===== src/hdl/ptb_pkg.sv =====
// shared constants of the pwm time base register block
package ptb_pkg;
	// datapath widths
	localparam int PTB_CNT_W    = 15;                 // time base count and period width
	localparam int PTB_ADDR_W   = 5;                  // avalon byte address width
	localparam int PTB_DATA_W   = 32;                 // avalon data width
	localparam int PTB_BE_W     = PTB_DATA_W / 8;     // byte enables
	localparam int PTB_INT_W    = 2;                  // number of interrupt sources

	// register byte offsets
	localparam logic [PTB_ADDR_W-1:0] PTB_OFS_COUNT   = 5'h00; // time_base_count
	localparam logic [PTB_ADDR_W-1:0] PTB_OFS_PERIOD  = 5'h04; // time_base_period
	localparam logic [PTB_ADDR_W-1:0] PTB_OFS_COMPARE = 5'h08; // special_event_compare
	localparam logic [PTB_ADDR_W-1:0] PTB_OFS_CONTROL = 5'h0C; // run and count mode
	localparam logic [PTB_ADDR_W-1:0] PTB_OFS_STATUS  = 5'h10; // sticky events, read clears
	localparam logic [PTB_ADDR_W-1:0] PTB_OFS_MASK    = 5'h14; // interrupt mask

	// field positions
	localparam int PTB_DIR_BIT      = 15; // direction flag in count register
	localparam int PTB_SEL_BIT      = 15; // trigger direction select in compare register
	localparam int PTB_CTRL_RUN_BIT = 0;  // time base runs
	localparam int PTB_CTRL_UPDN_BIT = 1; // up/down counting instead of up only
	localparam int PTB_CTRL_W       = 2;
	localparam int PTB_INT_TRIG_BIT = 0;  // special event trigger happened
	localparam int PTB_INT_WRAP_BIT = 1;  // count reached period

	// reset values
	localparam logic [PTB_CNT_W-1:0]  PTB_COUNT_RST   = 15'h0000;
	localparam logic [PTB_CNT_W-1:0]  PTB_PERIOD_RST  = 15'h0000;
	localparam logic [15:0]           PTB_COMPARE_RST = 16'h0000;
	localparam logic [PTB_CTRL_W-1:0] PTB_CTRL_RST    = 2'h0;
	localparam logic [PTB_INT_W-1:0]  PTB_INT_RST     = 2'h0;
	localparam logic [PTB_DATA_W-1:0] PTB_RDATA_RST   = 32'h0000_0000;

	// bus answer timing: waitrequest stays high this many cycles per request
	localparam int PTB_BUS_WAIT = 1;

	// avalon slave phases, one bit so the path is gray by nature
	typedef enum logic [0:0] {
		PTB_BUS_IDLE = 1'b0,
		PTB_BUS_ACK  = 1'b1
	} ptb_bus_state_type;
endpackage : ptb_pkg


===== src/hdl/ptb_counter.sv =====
// pwm time base counter: up only or up/down, software loadable
module ptb_counter #(
	parameter int W = 15
) (
	// clock and reset
	input  wire logic         clock,
	input  wire logic         rst,
	// control
	input  wire logic         load,
	input  wire logic [W-1:0] load_value,
	input  wire logic         run,
	input  wire logic         updown,
	input  wire logic [W-1:0] period,
	// state
	output logic      [W-1:0] count,
	output logic              dir,
	output logic              wrap
);
	logic [W-1:0] count_reg;  // current count
	logic         dir_reg;    // one while counting down
	logic         wrap_reg;   // period reached pulse
	logic         at_top;     // count at or past period
	logic         at_zero;    // count at zero

	assign at_top  = (count_reg >= period);
	assign at_zero = (count_reg == '0);

	// count value; a software load wins over counting
	always_ff @(posedge clock) begin
		if (rst) begin
			count_reg <= '0;
		end else if (load) begin
			count_reg <= load_value;
		end else if (run) begin
			if (!updown || !dir_reg) begin
				// up only wraps to zero, up/down turns round at the top
				if (!at_top) count_reg <= count_reg + W'(1);
				else if (!updown || at_zero) count_reg <= '0;
				else count_reg <= count_reg - W'(1);
			end else if (!at_zero) begin
				count_reg <= count_reg - W'(1);
			end else if (period != '0) begin
				count_reg <= W'(1);
			end
		end
	end

	// direction only moves while running; software cannot write it
	always_ff @(posedge clock) begin
		if (rst) begin
			dir_reg <= 1'b0;
		end else if (run) begin
			if (!updown) dir_reg <= 1'b0;
			else if (!dir_reg && at_top && !at_zero) dir_reg <= 1'b1;
			else if (dir_reg && at_zero && period != '0) dir_reg <= 1'b0;
		end
	end

	// one pulse each time the count meets the period going up
	always_ff @(posedge clock) begin
		if (rst) wrap_reg <= 1'b0;
		else wrap_reg <= run && !load && !dir_reg && at_top;
	end

	assign count = count_reg;
	assign dir   = dir_reg;
	assign wrap  = wrap_reg;
endmodule : ptb_counter


===== src/hdl/ptb_event_cmp.sv =====
// special event compare: count and direction against programmed values
module ptb_event_cmp #(
	parameter int W = 15
) (
	// clock and reset
	input  wire logic         clock,
	input  wire logic         rst,
	// time base
	input  wire logic [W-1:0] count,
	input  wire logic         dir,
	// programmed compare
	input  wire logic [W-1:0] cmp_value,
	input  wire logic         dir_sel,
	// trigger
	output logic              trigger
);
	logic match;        // compare holds this cycle
	logic match_reg;    // compare held last cycle
	logic trigger_reg;  // single-cycle trigger

	// both the value and the direction must agree
	assign match = (count == cmp_value) && (dir == dir_sel);

	// remember the compare so a stalled count fires only once
	// count, direction and compare all clear to zero, so the compare holds out of reset;
	// starting high keeps that from passing for a fresh match
	always_ff @(posedge clock) begin
		if (rst) match_reg <= 1'b1;
		else match_reg <= match;
	end

	// rising edge of the compare gives one pulse
	always_ff @(posedge clock) begin
		if (rst) trigger_reg <= 1'b0;
		else trigger_reg <= match && !match_reg;
	end

	assign trigger = trigger_reg;
endmodule : ptb_event_cmp


===== src/hdl/ptb_top.sv =====
// Functional notes
// - direction flag reads in count bit 15, read-only
// - count in bits 14-0, read/write, zero at reset
// - period in bits 14-0, writable, zero at reset
// - period bit 15 reads zero, writes ignored
// - trigger only when direction matches selected direction
// - trigger when compare value equals time base count
//
// The implementer's own choices: the Avalon-MM slave port and the register offsets.
module ptb_top (
	// clock and reset
	input  wire logic                              clock,
	input  wire logic                              rst,
	// avalon-mm slave
	input  wire logic [ptb_pkg::PTB_ADDR_W-1:0]    avs_address,
	input  wire logic [ptb_pkg::PTB_BE_W-1:0]      avs_byteenable,
	input  wire logic                              avs_read,
	input  wire logic                              avs_write,
	input  wire logic [ptb_pkg::PTB_DATA_W-1:0]    avs_writedata,
	output logic      [ptb_pkg::PTB_DATA_W-1:0]    avs_readdata,
	output logic                                   avs_waitrequest,
	// time base toward the duty generators
	output logic      [ptb_pkg::PTB_CNT_W-1:0]     time_base_count_value,
	output logic                                   count_direction_flag,
	output logic      [ptb_pkg::PTB_CNT_W-1:0]     period_value,
	// events
	output logic                                   special_event_trigger,
	output logic                                   period_wrap,
	output logic                                   irq
);
	import ptb_pkg::*;

	// address hit on one register word
	function automatic logic ptb_hit(
		input logic [PTB_ADDR_W-1:0] addr,
		input logic [PTB_ADDR_W-1:0] ofs
	);
		ptb_hit = (addr[PTB_ADDR_W-1:2] == ofs[PTB_ADDR_W-1:2]);
	endfunction : ptb_hit

	// merge the two low byte lanes of a write into a 16-bit register
	function automatic logic [15:0] ptb_merge(
		input logic [15:0]           old_value,
		input logic [PTB_DATA_W-1:0] wdata,
		input logic [PTB_BE_W-1:0]   be
	);
		logic [15:0] res;
		res = old_value;
		for (int i = 0; i < 2; i++) begin
			if (be[i]) res[i*8 +: 8] = wdata[i*8 +: 8];
		end
		ptb_merge = res;
	endfunction : ptb_merge

	// bus phase
	ptb_bus_state_type           bus_state_reg;  // idle or answering
	ptb_bus_state_type           bus_state_next;
	logic                        bus_req;        // read or write asked
	logic                        wr_acc;         // write taken this edge
	logic                        rd_acc;         // read taken this edge
	logic [PTB_DATA_W-1:0]       rdata_reg;      // read data, held for the answer
	logic [PTB_DATA_W-1:0]       rdata_next;

	// software registers
	logic [PTB_CNT_W-1:0]        period_reg;     // period value
	logic [15:0]                 compare_reg;    // direction select and compare value
	logic [PTB_CTRL_W-1:0]       ctrl_reg;       // run and up/down mode
	logic [PTB_INT_W-1:0]        status_reg;     // sticky events
	logic [PTB_INT_W-1:0]        mask_reg;       // interrupt enables
	logic                        irq_reg;        // registered interrupt level

	// time base state from the counter
	logic [PTB_CNT_W-1:0]        count;
	logic                        dir;
	logic                        wrap;
	logic                        trigger;
	logic                        count_load;     // software writes the count
	logic [15:0]                 count_merged;   // count word after byte merge
	logic [15:0]                 period_merged;  // period word after byte merge
	logic [PTB_INT_W-1:0]        events;         // this cycle's interrupt sources
	logic [PTB_INT_W-1:0]        status_clr;     // bits cleared by a status read

	// a request is answered on the second cycle; the first cycle lets the
	// read data settle into a register so readdata never comes from logic
	assign bus_req = avs_read || avs_write;
	assign wr_acc  = avs_write && (bus_state_reg == PTB_BUS_ACK);
	assign rd_acc  = avs_read && (bus_state_reg == PTB_BUS_ACK);
	assign avs_waitrequest = bus_req && (bus_state_reg == PTB_BUS_IDLE);

	// bus phase sequencing
	always_comb begin
		bus_state_next = bus_state_reg;
		case (bus_state_reg)
			PTB_BUS_IDLE: begin
				// a new request waits one cycle
				if (bus_req) bus_state_next = PTB_BUS_ACK;
			end
			PTB_BUS_ACK: begin
				// the request ends at this edge
				bus_state_next = PTB_BUS_IDLE;
			end
			default: begin
				bus_state_next = PTB_BUS_IDLE;
			end
		endcase
	end

	// bus phase register
	always_ff @(posedge clock) begin
		if (rst) bus_state_reg <= PTB_BUS_IDLE;
		else bus_state_reg <= bus_state_next;
	end

	// read data selection; unmapped words read as zero
	always_comb begin
		rdata_next = '0;
		if (ptb_hit(avs_address, PTB_OFS_COUNT)) begin
			rdata_next[PTB_DIR_BIT]      = dir;
			rdata_next[PTB_CNT_W-1:0]    = count;
		end else if (ptb_hit(avs_address, PTB_OFS_PERIOD)) begin
			// top bit of the period stays zero
			rdata_next[PTB_CNT_W-1:0]    = period_reg;
		end else if (ptb_hit(avs_address, PTB_OFS_COMPARE)) begin
			rdata_next[15:0]             = compare_reg;
		end else if (ptb_hit(avs_address, PTB_OFS_CONTROL)) begin
			rdata_next[PTB_CTRL_W-1:0]   = ctrl_reg;
		end else if (ptb_hit(avs_address, PTB_OFS_STATUS)) begin
			rdata_next[PTB_INT_W-1:0]    = status_reg;
		end else if (ptb_hit(avs_address, PTB_OFS_MASK)) begin
			rdata_next[PTB_INT_W-1:0]    = mask_reg;
		end
	end

	// capture read data in the waiting cycle only
	always_ff @(posedge clock) begin
		if (rst) begin
			rdata_reg <= PTB_RDATA_RST;
		end else if (avs_read && bus_state_reg == PTB_BUS_IDLE) begin
			rdata_reg <= rdata_next;
		end
	end

	// readdata comes straight from the register, never from the decode
	assign avs_readdata = rdata_reg;

	// count writes go straight into the counter; bit 15 is dropped
	// a write during a run lands the new value and counting goes on from it
	assign count_merged = ptb_merge({dir, count}, avs_writedata, avs_byteenable);
	assign count_load   = wr_acc && ptb_hit(avs_address, PTB_OFS_COUNT);

	// period writes merge onto a zero top bit, which is then dropped
	assign period_merged = ptb_merge({1'b0, period_reg}, avs_writedata, avs_byteenable);

	// period register, low fifteen bits only
	// no shadow copy: a new period acts on the very next count compare
	always_ff @(posedge clock) begin
		if (rst) begin
			period_reg <= PTB_PERIOD_RST;
		end else if (wr_acc && ptb_hit(avs_address, PTB_OFS_PERIOD)) begin
			// the top write bit has nowhere to go
			period_reg <= period_merged[PTB_CNT_W-1:0];
		end
	end

	// compare register with its direction select
	// no shadow copy either: a write mid-lap can move the trigger point
	always_ff @(posedge clock) begin
		if (rst) begin
			compare_reg <= PTB_COMPARE_RST;
		end else if (wr_acc && ptb_hit(avs_address, PTB_OFS_COMPARE)) begin
			compare_reg <= ptb_merge(compare_reg, avs_writedata, avs_byteenable);
		end
	end

	// control register, low byte lane
	// lanes above the first are ignored; the run bit is the only gate
	always_ff @(posedge clock) begin
		if (rst) begin
			ctrl_reg <= PTB_CTRL_RST;
		end else if (wr_acc && ptb_hit(avs_address, PTB_OFS_CONTROL)
			&& avs_byteenable[0]) begin
			ctrl_reg <= avs_writedata[PTB_CTRL_W-1:0];
		end
	end

	// mask register, low byte lane
	// a mask change reaches the pin one cycle later through the irq flop
	always_ff @(posedge clock) begin
		if (rst) begin
			mask_reg <= PTB_INT_RST;
		end else if (wr_acc && ptb_hit(avs_address, PTB_OFS_MASK)
			&& avs_byteenable[0]) begin
			mask_reg <= avs_writedata[PTB_INT_W-1:0];
		end
	end

	// time base counter
	// one count per clock; there is no prescaler in this block
	ptb_counter #(
		.W          (PTB_CNT_W)
	) u_counter (
		.clock      (clock),
		.rst        (rst),
		.load       (count_load),
		.load_value (count_merged[PTB_CNT_W-1:0]),
		.run        (ctrl_reg[PTB_CTRL_RUN_BIT]),
		.updown     (ctrl_reg[PTB_CTRL_UPDN_BIT]),
		.period     (period_reg),
		.count      (count),
		.dir        (dir),
		.wrap       (wrap)
	);

	// special event compare
	// it watches the same count that the bus reads back
	ptb_event_cmp #(
		.W          (PTB_CNT_W)
	) u_event_cmp (
		.clock      (clock),
		.rst        (rst),
		.count      (count),
		.dir        (dir),
		.cmp_value  (compare_reg[PTB_CNT_W-1:0]),
		.dir_sel    (compare_reg[PTB_SEL_BIT]),
		.trigger    (trigger)
	);

	// event sources in status bit order
	assign events[PTB_INT_TRIG_BIT] = trigger;
	assign events[PTB_INT_WRAP_BIT] = wrap;

	// a status read clears only the bits it actually returned, so an
	// event landing between capture and answer is not thrown away
	assign status_clr = (rd_acc && ptb_hit(avs_address, PTB_OFS_STATUS))
		? rdata_reg[PTB_INT_W-1:0] : '0;

	// sticky status bits; a new event wins over the clear
	// one flop per source so clearing one bit leaves the other alone
	generate
		for (genvar g = 0; g < PTB_INT_W; g++) begin : g_status
			always_ff @(posedge clock) begin
				if (rst) status_reg[g] <= 1'b0;
				else if (events[g]) status_reg[g] <= 1'b1;
				else if (status_clr[g]) status_reg[g] <= 1'b0;
			end
		end
	endgenerate

	// interrupt level, registered to keep the pin glitch free
	// the level trails the status by one clock, a cost of the flop
	always_ff @(posedge clock) begin
		if (rst) irq_reg <= 1'b0;
		else irq_reg <= |(status_reg & mask_reg);
	end

	// outputs toward the rest of the pwm
	assign time_base_count_value = count;
	assign count_direction_flag  = dir;
	assign period_value          = period_reg;
	assign special_event_trigger = trigger;
	assign period_wrap           = wrap;
	assign irq                   = irq_reg;
endmodule : ptb_top


===== config.mk =====
export PLATFORM = sky130hd
export DESIGN_NAME = ptb_top
export DESIGN_NICKNAME = d
export VERILOG_FILES = /design/src/hdl/ptb_pkg.sv /design/src/hdl/ptb_counter.sv /design/src/hdl/ptb_event_cmp.sv /design/src/hdl/ptb_top.sv
export SDC_FILE = /design/constraint.sdc
export NUM_CORES = 1
export LEC_CHECK = 0
export BUFFER_PORTS_ARGS = -buffer_cell sky130_fd_sc_hd__buf_2
export CELL_PAD_IN_SITES_DETAIL_PLACEMENT = 0
export CELL_PAD_IN_SITES_GLOBAL_PLACEMENT = 2
export CORE_UTILIZATION = 32
export CTS_CLUSTER_SIZE = 16
export DETAILED_ROUTE_END_ITERATION = 6
export PLACE_DENSITY = 0.89
export SLEW_MARGIN = 10
export SYNTH_ARGS = -nofsm -noshare
export SYNTH_HDL_FRONTEND = slang
export SYNTH_SLANG_ARGS = --single-unit

===== constraint.sdc =====
create_clock -name clock -period 3.5 [get_ports clock]
set_input_delay 1.05 -clock clock [delete_from_list [all_inputs] [get_ports clock]]
set_output_delay 1.05 -clock clock [all_outputs]
set_load 0.01 [all_outputs]

* Word level (Yosys, flattened, before mapping)
Cells that the tools add are included.
Operators by class: add/subtract/negate cells 2, $lt $le $gt $ge 1, eq/ne operators 11, mux-type cells 27, bitwise operators 2, reduce and logical (&&, ||, !) cells 43
Operators by type and width (count):
- 15-bit two-way mux | 8
- 1-bit logical AND | 21
- 16-bit two-way mux | 1
- 15-bit by 1-bit adder with 15-bit output, second input constant | 1
- 15-bit == test | 1
- 15-bit greater-or-equal comparator | 1
- 15-bit logical NOT | 1
- 15-bit nonzero test | 1
- 15-bit by 1-bit subtractor with 15-bit output, second input constant | 1
- 14-bit two-way mux | 1
- 2-bit two-way mux | 5
- 2-bit AND reduction | 5
- 1-bit two-way mux | 9
- 8-bit two-way mux | 1
- 7-bit two-way mux | 1
- 3-bit by 2-bit == test with 1-bit output, second input constant | 2
- 3-bit == test, second input constant | 2
- 3-bit AND reduction | 2
- 2-bit nonzero test | 3
- 1-bit logical NOT | 5
- 2-bit inequality test, second input constant | 2
- 4-bit by 3-bit inequality test with 1-bit output, second input constant | 1
- 3-bit by 1-bit == test with 1-bit output, second input constant | 1
- 3-bit logical NOT | 1
- other kinds (7) | 9
Storage, ports and cells: register bits after elaboration 74, bits of input ports 45, output and inout port bits 67, logic and storage cells 103

* Depth between registers and ports, before layout
Gate-level depths: netlist (run 1).
word-level depth 7, mapped depth 11, depth with buffers taken out 8

* Cells and area by module
Synthesis (run 1) repeated with hierarchy kept, for this count alone.
Second synthesis, totals: cell total of the unflattened synthesis 644, area, all modules 5462.7 µm²
By module, submodules not included:
- ptb_top | times used 1, cells an instance 338, area each 3145.5 µm², seq. area each 1101.1 µm²
- ptb_counter | times used 1, cells an instance 281, area each 2089.5 µm², seq. area each 340.3 µm²
- ptb_event_cmp | times used 1, cells an instance 25, area each 227.7 µm², seq. area each 40.0 µm²

* Worst setup path before layout (run 1)
Ideal clock, no wire load.
kind input port to flip-flop, from input port avs_address[3] (netlist bit), to register u_counter.count_reg[5] (netlist: u_counter.count[5]), setup time 0.135 ns, data arrival time 2.493 ns, required time 3.365 ns, path slack 0.871 ns, stages on the path 8, path buffers 3, cell sequence clkbuf_1 > or4_1 > clkbuf_1 > o311a_1 > clkbuf_1 > a21o_1 > a21oi_1 > a211oi_1
Between the ends: cells in the longest elaborated chain, start to end 4
RTL lines:
- start: declaration | line ptb_top.sv:15 | input wire logic [ptb_pkg::PTB_ADDR_W-1:0] avs_address,
- 3-bit logical NOT * | line ptb_top.sv:38 | ptb_hit = (addr[PTB_ADDR_W-1:2] == ofs[PTB_ADDR_W-1:2]);
- 1-bit logical AND * | line ptb_top.sv:149 | assign count_load = wr_acc && ptb_hit(avs_address, PTB_OFS_COUNT);
- 4-bit by 3-bit inequality test with 1-bit output (no source line) (tied with other cells)
- 3-bit AND reduction (no source line)
- end signal: assignment | line ptb_counter.sv:37 | if (!at_top) count_reg <= count_reg + W'(1);
- end signal: assignment | line ptb_counter.sv:39 | else count_reg <= count_reg - W'(1);
- end signal: assignment | line ptb_counter.sv:41 | count_reg <= count_reg - W'(1);
- end: declaration | line ptb_counter.sv:19 | logic [W-1:0] count_reg;
Every way passes the cells marked *; elsewhere a longest branch is shown, timed or not. A chain may end at the register's enable or synchronous reset.

* Worst setup path in the final report (run 1)
from register u_counter.count_reg[10] (netlist: u_counter.count[10]), to register u_counter.count_reg[12] (netlist: u_counter.count[12])
Between the ends: cells in the longest elaborated chain, start to end 7
RTL lines:
- start signal: assignment | line ptb_counter.sv:33 | count_reg <= load_value;
- start signal: assignment | line ptb_counter.sv:37
- start signal: assignment | line ptb_counter.sv:39
- parallel branches: the longest is 7 deep, another holds 15-bit by 1-bit subtractor with 15-bit output
Several ways; the timed one is not identified. The select of a mux whose other input is x is not followed.

==> metrics.yaml, run 1 <==
grt:
  grt_pass1_vias: 4487
  grt_max_degree: 57
  grt_pass1_wl_um: 24500
  antenna_found_initial: 0
  globalRouteTotalUtil_pct: 19.7
  grt_overflow: 0
timing:
  period_share_pct: 83.2
  finalSetupTns_ps: 0
  setup_ws_ps: 587
  finClkSkew_ps: 3.09
  setup-violations-final: 0
  period_minus_slack_ps: 2910
  worst_pin_slew_ps: 1060
  clock.fmax_mhz: 343
  rsz0062_at_grt: "no"
  hold_viol: 0
  holdWs_ps: 433
  slew_headroom_pct: 29.5
  drv_slew: 0
routing:
  wl_per_cell_um: 17.7
  vias_per_cell: 5.55
  wirelength_um: 15200
  dr.pass1.iters: 5
  vias: 4751
  drc: 0
  detail-route-antenna-nets: 0
  drt_iter0_drc: 290
floorplan:
  io-pin-count: 112
  initial_core_util_pct: 33.4
  placementRows: 44
  placeableCoreArea_um2: 14800
  dieArea_um2: 15900
  die_h_um: 126
  die_w_um: 126
placed_design:
  hpwl_um: 11500
  port_buffers: 75
  gp_congestion: 0.846
  post-place-ws_ps: 442
logic_synthesis:
  async_reset_ff_share_pct: 0
  yosysTopAreaCell: "dfxtp_1"
  synth_warnings: 0
  seq_area_frac_synth_pct: 30.1
  synth_top_area_share_pct: 30.1
  synth_ff_type: "dfxtp_1"
  syn_inst: 604
  yosys.cell_types.count: 63
  synth_most_common_cell: "dfxtp_1"
  synth_commonest_cells: "dfxtp_1 (74), nor2_1 (70), nand2_1 (57)"
  syn_area_um2: 4920
  synth-seq-cells: 74
  synth_edf_count: 0
  netlist_top_cells_area: "dfxtp_1 (30%), mux2i_1 (11%), nor2_1 (5.3%)"
  avgSynthCellArea_um2: 8.15
cts:
  cts_buffer_depth: 2
  path_clk_slew_ps: 60
  cts_root_buf: "clkbuf_16"
  cts_hold_buf: 0
  cts_setup_buffers: 0
  clk_latency_ps: 340
  cts_buffers: 9
  cts_resized: 0
  clock-sinks: 74
  cts_tree: "built"
  htreeDepth: 3
worst_setup_path:
  cpPeakStageDelay_ps: 610
  crit_fanout: 12
  critPathRequiredTime_ps: 3660
  critical_path_class: "reg -> reg"
  crit_chain: "ha_1 -> a21oi_1 -> o21ai_0 -> a221oi_1 -> a21oi_1 -> buf_4 -> a221oi_1 -> a221oi_1"
  cp-end-kind: "register"
  start_kind: "register"
  cp_slowest_cell: "dfxtp_1"
  arrival_ps: 3070
  cp_common_cell: "a221oi_1"
pwr:
  switching_share_pct: 24.0
  power_frac_comb_pct: 7.0
  internal_power_uw: 1420
  cellPowerDensity_nw_per_um2: 326
  power_frac_seq_pct: 45.5
  power.leakage_uw: 0.00265
  p_switching_uw: 449
  clock_power_share_pct: 47.5
  finalPower_uw: 1870
  ir_drop_mv: 0.314
worst_hold_path:
  hold_class: "reg -> reg"
flow_run:
  cap_violations: 0
final_layout:
  final_nets: 731
  area_delta_synth_final_pct: 16.7
  layout-drive-gt1-share_pct: 20.4
  antenna_cells: 0
status:
  run_status: "finished clean"
## worst max-delay path: cells and delay by family (launching register included)
family	cells	cell delay [ps]
compound gates	6	1560
flops	1	610
buf+inv	1	240
fa+ha+maj	1	330
## power by group through the flow
stage	Sequential (µW)	Combinational, µW	Clock (µW)
global placement	870	127	0
CTS	852	129	902
global route	852	143	937
detailed placement	870	129	0
floorplan	868	92.9	0
finish	852	130	889
## stage by stage
step / util, % / area, µm² / instances
2_1_floorplan: - / 4980 / 619
3_3_place_gp: 37.0 / 5460 / 841
3_5_place_dp: 37.0 / 5460 / 841
4_1_cts: 38.9 / 5750 / 856
5_1_grt: 38.9 / 5750 / 856
6_report: 38.9 / 5750 / 856
## cell families (layout without fill, tap and decap cells)
group	count (synthesis)	count (layout)	synth area share, %
compound gates	127	127	18.0
flops	74	74	30.1
simple gates	211	211	21.4
other cells	1	16	0.0762
xor+xnor	30	30	5.49
fa+ha+maj	18	18	4.58
mux	60	60	12.3
buf+inv	83	136	8.08
## placed cells by master (no fill, tap or decap), types with 3 or more instances in the layout
master and n:
nor4_1 11, clkbuf_16 9, ha_1 18, a21o_1 5, a21oi_1 25, nand4_1 8
nor3b_1 3, mux2_2 4, nand2_1 57, mux2i_1 56, a211oi_1 9, inv_1 20
a31oi_1 6, a31o_2 4, nor2_1 70, and3_1 7, nor3_1 10, buf_2 75
xor2_1 20, nand3_1 7, and2_1 4, or3_1 6, buf_4 26, o21ai_0 24
nand2b_1 9, clkbuf_8 3, xnor2_1 9, a221oi_1 9, conb_1 16, dfxtp_1 74
o31ai_1 4, a22oi_1 21
## final timing paths
check	slack [ps]	cells past startpoint	end	from
max reg2reg	590	8	u_counter.count[12]	u_counter.count[10]
min	430	1	u_event_cmp.trigger	u_event_cmp.match_reg
max	590	8	u_counter.count[12]	u_counter.count[10]
min reg2reg	430	1	u_event_cmp.trigger	u_event_cmp.match_reg
## area by class of cell
type,count,area [µm²]
fillers,1535,9010
well taps,184,230
repair buffers,101,571
multi-input cells,462,3100
inverters,20,75.1
flip-flops and latches,74,1480
clock inverters,3,22.5
clock buffers,12,267
## routing by layer
metal  up-vias  global-route usage [%]  wire [µm]
li1       2264                       -          -
met1      2299                    27.6       7340
met2       176                    30.4       6650
met3        12                    4.59       1030
met4         0                    4.96        153
met5         -                       0          0
Power figures use the tool's default switching activity.
==> run 2, diff against run 1 <==
- ABC_AREA: default -> 1
- CORE_UTILIZATION: 32 -> 30
- PLACE_DENSITY: 0.89 -> 0.9
- clock period: 3.5 -> 2.7 ns (I/O delays scaled with it)
==> run 2 against run 1 <==
Die area grew 15%. Cell count grew 32%. Clock power grew 38%. Total power grew 41%. Combinational power grew 120%. Sequential power grew 33%. Highest routed layer unchanged. Largest cell class unchanged. Setup slack lost 170 ps. Clock-buffer cell count grew 2.
==> metrics.yaml, run 2 <==
floorplan:
  die_h_um: 135  # +7.2%
  placeableCoreArea_um2: 17300  # +17%
  die_w_um: 135  # +7.2%
  initial_core_util_pct: 30.7  # -2.6 points
  io-pin-count: 112  # unchanged
  dieArea_um2: 18300  # +15%
  placementRows: 48  # +9.1%
worst_setup_path:
  arrival_ps: 2550  # -520 ps
  start_kind: "register"
  critPathRequiredTime_ps: 2970  # -690 ps
  crit_fanout: 8  # -4
  cp-end-kind: "register"
  critical_path_class: "reg -> reg"
grt:
  grt_overflow: 0  # unchanged
  met2_usage_pct: 30.3  # -0.069 points
  gr-usage-met3_pct: 3.38  # -1.2 points
  grt_use_met1_pct: 28.9  # +1.3 points
  grt_pass1_vias: 5075  # +13%
  busiest_layer: "met2"
  grt_max_degree: 40  # -30%
  grt_pass1_wl_um: 27900  # +14%
  globalRouteTotalUtil_pct: 20.0  # +0.26 points
  antenna_found_initial: 0  # unchanged
pwr:
  power.leakage_uw: 0.00303  # +14%
  finalPower_uw: 2650  # +41%
  power_frac_comb_pct: 10.8  # +3.8 points
  clock_power_share_pct: 46.5  # -1.0 points
  power_frac_seq_pct: 42.7  # -2.8 points
  switching_share_pct: 25.4  # +1.4 points
  ir_drop_mv: 0.304  # -3.2%
  p_switching_uw: 673  # +50%
  internal_power_uw: 1970  # +39%
  cellPowerDensity_nw_per_um2: 427  # +31%
timing:
  hold_viol: 0  # unchanged
  setup-violations-final: 0  # unchanged
  period_minus_slack_ps: 2280  # -628 ps
  finalSetupTns_ps: 0  # unchanged
  rsz0062_at_grt: "no"
  worst_pin_slew_ps: 632  # -425 ps
  finClkSkew_ps: 6.13  # +3.04 ps
  period_share_pct: 84.6  # +1.4 points
  setup_ws_ps: 415  # -172 ps
  clock.fmax_mhz: 438  # +28%
  drv_slew: 0  # unchanged
  slew_headroom_pct: 57.5  # +28 points
routing:
  detail-route-antenna-nets: 0  # unchanged
  drt_iter0_drc: 287  # -1.0%
  vias: 5478  # +15%
  wl_per_cell_um: 15.6  # -12%
  drc: 0  # unchanged
  wirelength_um: 17600  # +16%
  dr.pass1.iters: 5  # unchanged
  vias_per_cell: 4.85  # -13%
cts:
  htreeDepth: 3  # unchanged
  cts_setup_buffers: 0  # unchanged
  cts_hold_buf: 0  # unchanged
  clk_latency_ps: 340  # about the same
  cts_tree: "built"
  clock-sinks: 74  # unchanged
  cts_buffers: 9  # unchanged
  path_clk_slew_ps: 60  # about the same
  cts_buffer_depth: 2  # unchanged
  cts_root_buf: "clkbuf_16"
  cts_resized: 0  # unchanged
final_layout:
  final_nets: 962  # +32%
  antenna_cells: 0  # unchanged
  layout_common_cells: "nand2_1 (228), inv_1 (78), buf_2 (75)"
  layout-drive-gt1-share_pct: 18.6  # -1.8 points
  area_delta_synth_final_pct: 16.6  # about the same
  mostFrequentLayoutCell: "nand2_1"
  fin_cells: 1129  # +32%
  final_area_um2: 6200  # +7.9%
logic_synthesis:
  synth-seq-cells: 74  # unchanged
  synth_most_common_cell: "nand2_1"
  synth_top_area_share_pct: 27.9  # -2.2 points
  yosysTopAreaCell: "dfxtp_1"
  syn_area_um2: 5320  # +8.0%
  avgSynthCellArea_um2: 6.47  # -21%
  seq_area_frac_synth_pct: 27.9  # -2.2 points
  async_reset_ff_share_pct: 0  # unchanged
  synth_commonest_cells: "nand2_1 (228), inv_1 (78), dfxtp_1 (74)"
  syn_inst: 821  # +36%
  synth_edf_count: 0  # unchanged
  synth_warnings: 0  # unchanged
  yosys.cell_types.count: 43  # -32%
  netlist_top_cells_area: "dfxtp_1 (28%), nand2_1 (16%), a21oi_1 (6.3%)"
  synth_ff_type: "dfxtp_1"
worst_hold_path:
  hold_class: "reg -> reg"
placed_design:
  port_buffers: 75  # unchanged
  dp_cells: 1113  # +32%
  dpl-instance-area_um2: 5900  # +8.1%
  gp_congestion: 0.830  # -1.9%
  hpwl_um: 13500  # +17%
  post-place-ws_ps: 406  # -36.1 ps
flow_run:
  cap_violations: 0  # unchanged
status:
  run_status: "finished clean"
==> run 2: logic make-up (layout without fill, tap and decap cells) <==
| logic type | after synthesis | count (layout) | share of synthesized area (%) |
|---|---|---|---|
| AND/OR/NAND/NOR | 417 | 417 | 35.8 |
| XOR/XNOR | 19 | 19 | 3.13 |
| AO/OA/AOI/OAI | 152 | 152 | 15.8 |
| flip-flops | 74 | 74 | 27.9 |
| adder cells (fa/ha/maj) | 18 | 18 | 4.24 |
| other | 1 | 16 | 0.0706 |
| buffers and inverters | 140 | 208 | 13.0 |
==> run 2: path summary, 6_finish.rpt <==
| path | start | endpoint | slack (ps) | cells after the start |
|---|---|---|---|---|
| max | period_value[14] | u_counter.count[6] | 420 | 14 |
| min | u_event_cmp.match_reg | u_event_cmp.trigger | 400 | 1 |
| max reg2reg | period_value[14] | u_counter.count[6] | 420 | 14 |
| min reg2reg | u_event_cmp.match_reg | u_event_cmp.trigger | 400 | 1 |
==> run 2: per-stage QoR <==
step                      hold WS (ps)  utilization, %
after global routing               429            35.8
after floorplan                    374               -
final                              403            35.8
after CTS                          406            35.8
after detailed placement           395            34.1
after global placement             391            34.1
==> run 2: power by group through the flow <==
stage	Sequential [µW]	Clock (µW)	Combinational, µW
detailed placement	1150	0	282
global route	1130	1280	317
global placement	1150	0	283
floorplan	1160	0	182
CTS	1130	1240	284
finish	1130	1230	285
==> run 2: worst max-delay path: stages (launching register included) <==
cell	delay (ps)
dfxtp_1	360
inv_1	100
ha_1	330
nand2_1	70
nor2_1	270
nand2_1	110
nor2_1	120
nor2_1	60
nand3_2	170
nand2_1	170
nand2_1	90
nand2_1	50
nand2_1	140
nand2_1	70
a21oi_1	110
==> run 2: metal layers <==
layer | up-vias | wire length (µm)
met5 | - | 0
met4 | 0 | 340
li1 | 2792 | -
met2 | 159 | 7570
met3 | 21 | 861
met1 | 2506 | 8860
==> run 2: cell type report <==
| class | instances | area [µm²] |
|---|---|---|
| sequential | 74 | 1480 |
| inverter | 85 | 322 |
| clock buffer | 14 | 264 |
| fill | 1934 | 11100 |
| clock inverter | 2 | 35.0 |
| multi-input combinational | 622 | 3200 |
| timing repair buffer | 107 | 616 |
| tap | 225 | 282 |
